$ cat config.mk
export PLATFORM = sky130hd
export DESIGN_NAME = safe_torque_off_monitor
export DESIGN_NICKNAME = d
export VERILOG_FILES = /design/src/include/sto_monitor_pkg.sv /design/src/design/safe_torque_off_monitor.sv
export VERILOG_INCLUDE_DIRS = /design/src /design/src/include
export SDC_FILE = /design/constraint.sdc
export NUM_CORES = 1
export LEC_CHECK = 0
export BUFFER_PORTS_ARGS = -buffer_cell sky130_fd_sc_hd__buf_2
export CAP_MARGIN = 10
export CORE_UTILIZATION = 50
export CTS_BUF_LIST = sky130_fd_sc_hd__clkbuf_2 sky130_fd_sc_hd__clkbuf_4 sky130_fd_sc_hd__clkbuf_8
export DETAILED_ROUTE_END_ITERATION = 10
export GPL_TIMING_DRIVEN = 1
export PLACE_DENSITY = 0.78
export SLEW_MARGIN = 20
export SYNTH_ARGS = -nofsm -noshare
export SYNTH_HDL_FRONTEND = slang
export SYNTH_SLANG_ARGS = --single-unit
$ cat constraint.sdc
create_clock -name MCLK -period 3.1 [get_ports MCLK]
set_input_delay 0.62 -clock MCLK [delete_from_list [all_inputs] [get_ports MCLK]]
set_output_delay 0.62 -clock MCLK [all_outputs]
set_load 0.1 [all_outputs]
$ cat src/include/sto_monitor_cfg.svh
// Constants for the safe torque off input and monitor block
`ifndef STO_MONITOR_CFG_SVH
`define STO_MONITOR_CFG_SVH

`define CLK_FREQ_HZ        10000000
`define TEST_PULSE_MAX_US  1000
`define FILTER_MARGIN_CYC  2
`define FILTER_MIN_CYC     2
`define FILTER_CYCLES      ((`TEST_PULSE_MAX_US * (`CLK_FREQ_HZ / 1000000)) + `FILTER_MARGIN_CYC)
`define ALARM_CODE_TIMING  8'h3f
`define ALARM_CODE_NONE    8'h00

`endif

$ cat src/include/sto_monitor_pkg.sv
// Types for the safe torque off input and monitor block
package sto_monitor_pkg;
    typedef logic [7:0] alarm_code_t;
endpackage : sto_monitor_pkg

$ cat src/design/safe_torque_off_monitor.sv
// Safe torque off input filtering, base shut-off and monitor outputs
//
// How it works
// - Channel A open forces base shut-off; driving is allowed only with both channels closed.
// - Channel B open forces base shut-off regardless of channel A.
// - Monitor A conducts while channel A is shut off and is open while released.
// - Monitor B conducts while channel B is shut off and is open while released.
// - The common monitor is active only when both channels are shut off.
// - Opening a channel while the motor turns raises the timing alarm, code 63.
// - Forced stop deceleration is not offered in torque control mode.
`timescale 1ns/1ps
`include "sto_monitor_cfg.svh"

module safe_torque_off_monitor #(
    parameter int FILTER_CYCLES = `FILTER_CYCLES
) (
    input  wire logic                        MCLK,
    input  wire logic                        RSTN,
    input  wire logic                        SHUTOFF_IN_A,
    input  wire logic                        SHUTOFF_IN_B,
    input  wire logic                        MOTOR_ROTATING,
    input  wire logic                        TORQUE_MODE,
    input  wire logic                        FORCED_STOP_DECEL_IN,
    input  wire logic                        ALARM_CLEAR,
    output logic                             BASE_SHUTOFF,
    output logic                             SHUTOFF_MONITOR_A,
    output logic                             SHUTOFF_MONITOR_B,
    output logic                             SHUTOFF_MONITOR_COMMON,
    output logic                             FORCED_DECEL_REQ,
    output logic                             SHUTOFF_TIMING_ALARM,
    output sto_monitor_pkg::alarm_code_t     ALARM_CODE
);
    import sto_monitor_pkg::*;

    localparam int CW = $clog2(FILTER_CYCLES + 1);

    // ----------------------------------------
    // Parameter check
    // ----------------------------------------
    // Counter compare needs at least the minimum window
    if (FILTER_CYCLES < `FILTER_MIN_CYC) begin : g_bad_filter
        $error("FILTER_CYCLES too small");
    end

    // ----------------------------------------
    // State
    // ----------------------------------------

    typedef struct packed {
        logic [2:0]  sync_a;
        logic [2:0]  sync_b;
        logic [2:0]  sync_rot;
        logic [2:0]  sync_tq;
        logic [2:0]  sync_em;
        logic        clr_d;
        logic [CW-1:0] cnt_a;
        logic [CW-1:0] cnt_b;
        logic        off_a;
        logic        off_b;
        logic        base_off;
        logic        mon_a;
        logic        mon_b;
        logic        mon_c;
        logic        decel;
        logic        alarm;
        alarm_code_t code;
    } state_t;

    state_t st;
    state_t next_st;
    logic [1:0] rst_sync;
    logic       rst_n;

    // ----------------------------------------
    // Reset release
    // ----------------------------------------
    always_ff @(posedge MCLK or negedge RSTN) begin
        if (!RSTN) begin
            rst_sync <= 2'h0;
        end else begin
            rst_sync <= {rst_sync[0], 1'b1};
        end
    end
    assign rst_n = rst_sync[1];

    // ----------------------------------------
    // Input helpers
    // ----------------------------------------
    // Stages 2 and 3 agree: the pin has settled
    function automatic logic agreed(input logic [2:0] s);
        return s[2] == s[1];
    endfunction : agreed

    // Settled opening, or the held decision while the pin moves
    function automatic logic open_sel(input logic [2:0] s, input logic held);
        logic sel;
        sel = held;
        if (agreed(s)) begin
            sel = ~s[2];
        end
        return sel;
    endfunction : open_sel

    // ----------------------------------------
    // Channel filter
    // ----------------------------------------
    // Filter step: opening must persist past the test pulse limit
    function automatic logic [CW:0] filt(input logic [CW-1:0] cnt, input logic open_now, input logic was_off);
        logic [CW-1:0] c;
        logic          off;
        c   = cnt;
        off = was_off;
        if (!open_now) begin
            c   = '0;
            off = 1'b0;
        end else if (c >= CW'(FILTER_CYCLES)) begin
            off = 1'b1;
        end else begin
            c = c + 1'b1;
        end
        return {off, c};
    endfunction : filt

    // ----------------------------------------
    // Next state
    // ----------------------------------------
    always_comb begin
        logic [CW:0] ra;
        logic [CW:0] rb;
        logic        rot;
        logic        sel_a;
        logic        sel_b;
        next_st = st;
        // ----------------------------------------
        // Synchronisers
        // ----------------------------------------
        // Inputs high when closed
        next_st.sync_a   = {st.sync_a[1:0], SHUTOFF_IN_A};
        next_st.sync_b   = {st.sync_b[1:0], SHUTOFF_IN_B};
        next_st.sync_rot = {st.sync_rot[1:0], MOTOR_ROTATING};
        next_st.sync_tq  = {st.sync_tq[1:0], TORQUE_MODE};
        next_st.sync_em  = {st.sync_em[1:0], FORCED_STOP_DECEL_IN};

        // ----------------------------------------
        // Channel filters
        // ----------------------------------------
        sel_a = open_sel(st.sync_a, st.cnt_a != '0);
        sel_b = open_sel(st.sync_b, st.cnt_b != '0);
        ra = filt(st.cnt_a, sel_a, st.off_a);
        rb = filt(st.cnt_b, sel_b, st.off_b);
        next_st.off_a = ra[CW];
        next_st.cnt_a = ra[CW-1:0];
        next_st.off_b = rb[CW];
        next_st.cnt_b = rb[CW-1:0];

        // ----------------------------------------
        // Base shut-off and monitors
        // ----------------------------------------
        // Raw opening shuts the stage off at once; the filter only spares the monitors and the timing alarm
        next_st.base_off = sel_a | sel_b;
        next_st.mon_a = next_st.off_a;
        next_st.mon_b = next_st.off_b;
        next_st.mon_c = next_st.off_a & next_st.off_b;

        // ----------------------------------------
        // Forced stop request
        // ----------------------------------------
        // Forced stop 2 released low requests deceleration, not in torque mode
        next_st.decel = ~st.sync_em[2] & ~st.sync_em[1] & ~(st.sync_tq[2] & st.sync_tq[1]);

        // ----------------------------------------
        // Timing alarm
        // ----------------------------------------
        rot = agreed(st.sync_rot) ? st.sync_rot[2] : 1'b0;
        next_st.clr_d = ALARM_CLEAR;
        if (ALARM_CLEAR & ~st.clr_d) begin
            next_st.alarm = 1'b0;
            next_st.code  = `ALARM_CODE_NONE;
        end
        // Set wins over clear
        if (rot & ((next_st.off_a & ~st.off_a) | (next_st.off_b & ~st.off_b))) begin
            next_st.alarm = 1'b1;
            next_st.code  = `ALARM_CODE_TIMING;
        end
    end

    // ----------------------------------------
    // State register
    // ----------------------------------------
    always_ff @(posedge MCLK or negedge rst_n) begin
        if (!rst_n) begin
            st          <= '0;
            st.sync_a   <= 3'h0;
            st.sync_b   <= 3'h0;
            st.off_a    <= 1'b1;
            st.off_b    <= 1'b1;
            st.base_off <= 1'b1;
            st.mon_a    <= 1'b1;
            st.mon_b    <= 1'b1;
            st.mon_c    <= 1'b1;
            st.code     <= `ALARM_CODE_NONE;
        end else begin
            st <= next_st;
        end
    end

    // ----------------------------------------
    // Outputs
    // ----------------------------------------
    assign BASE_SHUTOFF           = st.base_off;
    assign SHUTOFF_MONITOR_A      = st.mon_a;
    assign SHUTOFF_MONITOR_B      = st.mon_b;
    assign SHUTOFF_MONITOR_COMMON = st.mon_c;
    assign FORCED_DECEL_REQ       = st.decel;
    assign SHUTOFF_TIMING_ALARM   = st.alarm;
    assign ALARM_CODE             = st.code;
endmodule : safe_torque_off_monitor

Word level (Yosys, flattened, before mapping)
Index checks and enable logic that the tools add are counted.
{"block": "totals", "out_inout_bits": 14, "ff_bits": 60, "word_cells": 59, "in_bits": 8}
{"block": "op_classes", "n_reduce_logical": 3, "add_sub_neg": 2, "eq_ne": 5, "order_cmp": 2, "bitwise": 18, "muxes": 13}
{"op": "two-way mux 14 bit", "count": 4}
{"op": "adder 14 x 1 -> 14 bit (second input constant)", "count": 2}
{"op": "greater-or-equal comparator 14 bit (second input constant)", "count": 2}
{"op": "nonzero test 14 bit", "count": 2}
{"op": "two-way mux 9 bit", "count": 2}
{"op": "bitwise AND 1 bit", "count": 8}
{"op": "inverter 1 bit", "count": 8}
{"op": "two-way mux 1 bit", "count": 7}
{"op": "inequality test 2 bit (second input constant)", "count": 2}
{"op": "== test 1 bit", "count": 3}
{"op": "OR 1 bit", "count": 2}
{"op": "nonzero test 2 bit", "count": 1}

Logic depth before layout (Yosys ltp)
{"block": "depth", "depth_word": 7, "depth_mapped": 8, "depth_no_buf": 6}

Least setup slack after synthesis
Ideal clock, no wire load.
{"block": "synth_path", "path_type": "register to register", "start": "register st[16] (netlist bit)", "end": "register st[28] (netlist bit)", "setup_slack_ns": 1.013, "stages_incl_launch_ff": 8, "arrival_ns": 2.009, "path_buffers": 1, "period_less_slack_ns": 2.087, "cell_sequence": "dfrtp_1 > inv_1 > ha_1 > o41ai_1 > a311oi_2 > buf_2 > or4_1 > a21oi_1"}
{"block": "synth_between", "elab_chain_len": 3}
{"item": "from (decl)", "line": "safe_torque_off_monitor.sv:69", "text": "state_t st;"}
{"item": "from (signal assigned)", "line": "safe_torque_off_monitor.sv:203", "text": "st <= next_st;"}
{"item": "adder 14 x 1 -> 14 bit / nonzero test 14 bit (equally long branches)", "line": "safe_torque_off_monitor.sv:119, safe_torque_off_monitor.sv:148"}
{"item": "two-way mux 14 bit / two-way mux 1 bit (equally long branches)", "line": "safe_torque_off_monitor.sv:116, safe_torque_off_monitor.sv:98"}
{"item": "two-way mux 14 bit / inequality test 2 bit (equally long branches)"}
Several ways; a longest one is shown, not always the timed one. The select of a mux whose other input is x is not followed.
A chain may end at the register's enable or synchronous reset.

Worst setup path after layout
{"block": "layout_path", "start": "register st[16] (netlist bit)", "end": "register st[27] (netlist bit)"}
Same word-level chain as after synthesis.

==> impl_metrics.py <==
metrics = {
    "synth": {
        "synth_flop_cell": "dfrtp_1",
        "ys_async_sr_fraction_pct": 100,
        "yosysWarnings": 0,
        "seq_area_frac_synth_pct": 53.4,
        "ys_ff_latch": 52,
        "synth_cells": 234,
        "synth_edf_count": 0,
        "avgSynthCellArea_um2": 10.5,
        "netlist_area_um2": 2450,
        "ys_types": 40,
    },
    "layout": {
        "seq_area_um2": 1310,
        "fillerInstances": 417,
        "final_cells": 312,
        "nets": 258,
        "layout-drive-gt1-share_pct": 15.1,
        "area_growth_pct": 7.37,
        "diodes": 0,
        "multi_input_area_um2": 980,
    },
    "clocking": {
        "cts_made_buffers": 5,
        "worstSkewPairLatency_ns": 0.31,
        "root_buffer": "clkbuf_8",
        "clockBufferDepth": 2,
        "post_cts_buffers": 0,
        "cts_tree": "built",
        "ctsHoldBuffers": 0,
        "htreeDepth": 2,
        "path_clk_slew_ns": 0.10,
        "ctsResizeCount": 0,
        "clock-sinks": 52,
    },
    "detailed_routing": {
        "drt.antenna.violating_nets": 0,
        "drtPass1Iterations": 4,
        "drc": 0,
        "vias": 1838,
        "wirelength_um": 4380,
        "drt_iter0_drc": 123,
        "via_per_inst": 5.89,
        "wl_per_cell_um": 14.0,
    },
    "setup_path": {
        "timing.rr.start": "st[16]$_DFFE_PN0P_",
        "rrSetupSlack_ns": 0.77,
        "endpoint_kind": "register",
        "critical_path_arrival_ns": 2.58,
        "cp_max_fo": 20,
        "criticalPathCategory": "reg -> reg",
        "required_ns": 3.34,
        "r2r_end": "st[27]$_DFFE_PN0P_",
        "reg2reg_depth": 7,
        "cp-start-kind": "register",
    },
    "timing": {
        "tns_ns": 0,
        "finalCriticalPeriod_ns": 2.33,
        "fin_crit_sh_pct": 75.3,
        "setup_viol": 0,
        "skew_ns": 0.00609,
        "holdWs_ns": 0.0691,
        "fmax_mhz": 428,
        "slew_headroom_pct": 55.6,
        "finalHoldViolCount": 0,
        "rsz0062_at_grt": "false",
        "worst_slack_ns": 0.766,
        "slew_violations": 0,
        "tightest_slew_ns": 0.665,
    },
    "global_route": {
        "grt.overflow.total": 0,
        "grt_pass1_vias": 1635,
        "antenna_found_initial": 0,
        "globalRouteTotalUtil_pct": 18.7,
        "grt_max_degree": 51,
        "grt_pass1_wl_um": 7500,
    },
    "floorplanning": {
        "io_pins": 22,
        "die_w_um": 71.9,
        "initial_utilization_pct": 51.8,
        "die_area_um2": 5180,
        "chipHeight_um": 71.9,
        "core-area_um2": 4720,
        "std_cell_rows": 25,
    },
    "placement": {
        "dp.cells": 304,
        "place.port_buffers": 19,
        "gp_congestion": 0.786,
        "dpl.hpwl_um": 2920,
        "post-place-ws_ns": 0.799,
    },
    "power_and_ir_drop": {
        "p_per_area_nw_per_um2": 569,
        "irDropWorstVdd_mv": 0.363,
        "p_leak_nw": 1.05,
    },
    "job": {
        "maxCapViolations": 0,
    },
    "min_path": {
        "worstHoldPathType": "in -> async",
    },
    "status": {
        "status": "complete, no violations",
    },
}
==> placed cells by master (no fill, tap or decap), drive strengths merged, types with 2 or more instances in the layout <==
| cell | count |
|---|---|
| a311oi | 2 |
| nor2 | 10 |
| o21ai | 10 |
| inv | 15 |
| nor4b | 2 |
| and3 | 2 |
| buf | 21 |
| and2 | 2 |
| nand2 | 9 |
| conb | 3 |
| nand3 | 11 |
| nor4 | 4 |
| o211ai | 2 |
| clkbuf | 5 |
| o31ai | 16 |
| nand4 | 7 |
| a41oi | 2 |
| or3 | 9 |
| nor3 | 2 |
| ha | 6 |
| dfrtp | 48 |
| or4 | 16 |
| a21oi | 25 |
| dfstp | 4 |
==> cells in the mapped netlist (all sizes together), types with 9 or more instances <==
cell type | n | area, um^2
dfrtp | 48 | 1200
a21oi | 25 | 125
o31ai | 16 | 120
or4 | 16 | 120
buf | 12 | 92.6
inv | 12 | 45.0
nand3 | 11 | 55.1
nor2 | 10 | 37.5
o21ai | 10 | 50.1
nand2 | 9 | 33.8
or3 | 9 | 56.3
==> report_power, final <==
part | switching (W) | internal (W)
Sequential | 0.0000599 | 0.000731
Combinational | 0.000195 | 0.0000876
Clock | 0.000251 | 0.000171
Total | 0.000506 | 0.000989
==> stage by stage <==
stage,cell area [um^2],total power [W],util (%)
after floorplan,2450,0.00102,-
after global placement,2530,0.00108,53.5
after detailed placement,2530,0.00109,53.5
after CTS,2620,0.00151,55.5
after global routing,2630,0.00157,55.6
final,2630,0.00150,55.6
==> cell type report <==
type / instances / area share, %
repair buffers: 21 / 4.19
clock buffers: 5 / 2.62
well taps: 67 / 3.19
clock inverters: 3 / 1.10
flip-flops and latches: 52 / 49.9
inverters: 12 / 1.72
multi-input cells: 152 / 37.3
==> registers in the layout, indices dropped and copies added, names as in the netlist <==
signal / flops
FORCED_DECEL_REQ: 1
SHUTOFF_MONITOR_A: 1
BASE_SHUTOFF: 1
SHUTOFF_MONITOR_COMMON: 1
SHUTOFF_MONITOR_B: 1
rst_sync: 2
ALARM_CODE: 1
next_st: 10
st: 34
==> critical path: stages (launching register included) <==
cell	delay, ns
dfrtp_1	0.38
inv_1	0.09
ha_1	0.20
o41ai_1	0.45
a311oi_2	0.23
buf_4	0.25
or4_1	0.51
a21oi_1	0.15
==> worst max path at each step <==
stage | from | to | slack, ns | cells past startpoint
detailed placement | st[16]$_DFFE_PN0P_ | st[27]$_DFFE_PN0P_ | 0.80 | 7
CTS | st[16]$_DFFE_PN0P_ | st[27]$_DFFE_PN0P_ | 0.76 | 7
finish | st[16]$_DFFE_PN0P_ | st[27]$_DFFE_PN0P_ | 0.77 | 7
floorplan | st[16]$_DFFE_PN0P_ | st[28]$_DFFE_PN0P_ | 1.01 | 7
global route | st[16]$_DFFE_PN0P_ | st[26]$_DFFE_PN0P_ | 0.63 | 7
global placement | st[16]$_DFFE_PN0P_ | st[27]$_DFFE_PN0P_ | 0.88 | 7
==> routing by layer <==
metal | up-vias | routed length (um) | track usage, % | share of wire (%)
met4 | 0 | 68 | 7.41 | 1.6
met5 | - | 0 | 0 | 0
met2 | 41 | 2080 | 28.9 | 47
met1 | 903 | 2070 | 26.0 | 47
li1 | 890 | - | - | -
met3 | 4 | 160 | 4.03 | 3.7
==> logic make-up (layout without fill, tap and decap cells) <==
kind of cell	after synthesis	after routing	synth area share (%)
AO/OA/AOI/OAI	63	63	16.7
XOR/XNOR	1	1	0.358
adder cells (fa/ha/maj)	7	7	3.48
buffers and inverters	31	41	6.70
flip-flops	52	52	53.4
multiplexers	1	1	0.409
other	2	3	0.307
AND/OR/NAND/NOR	77	77	18.6
Power figures use the tool's default switching activity.
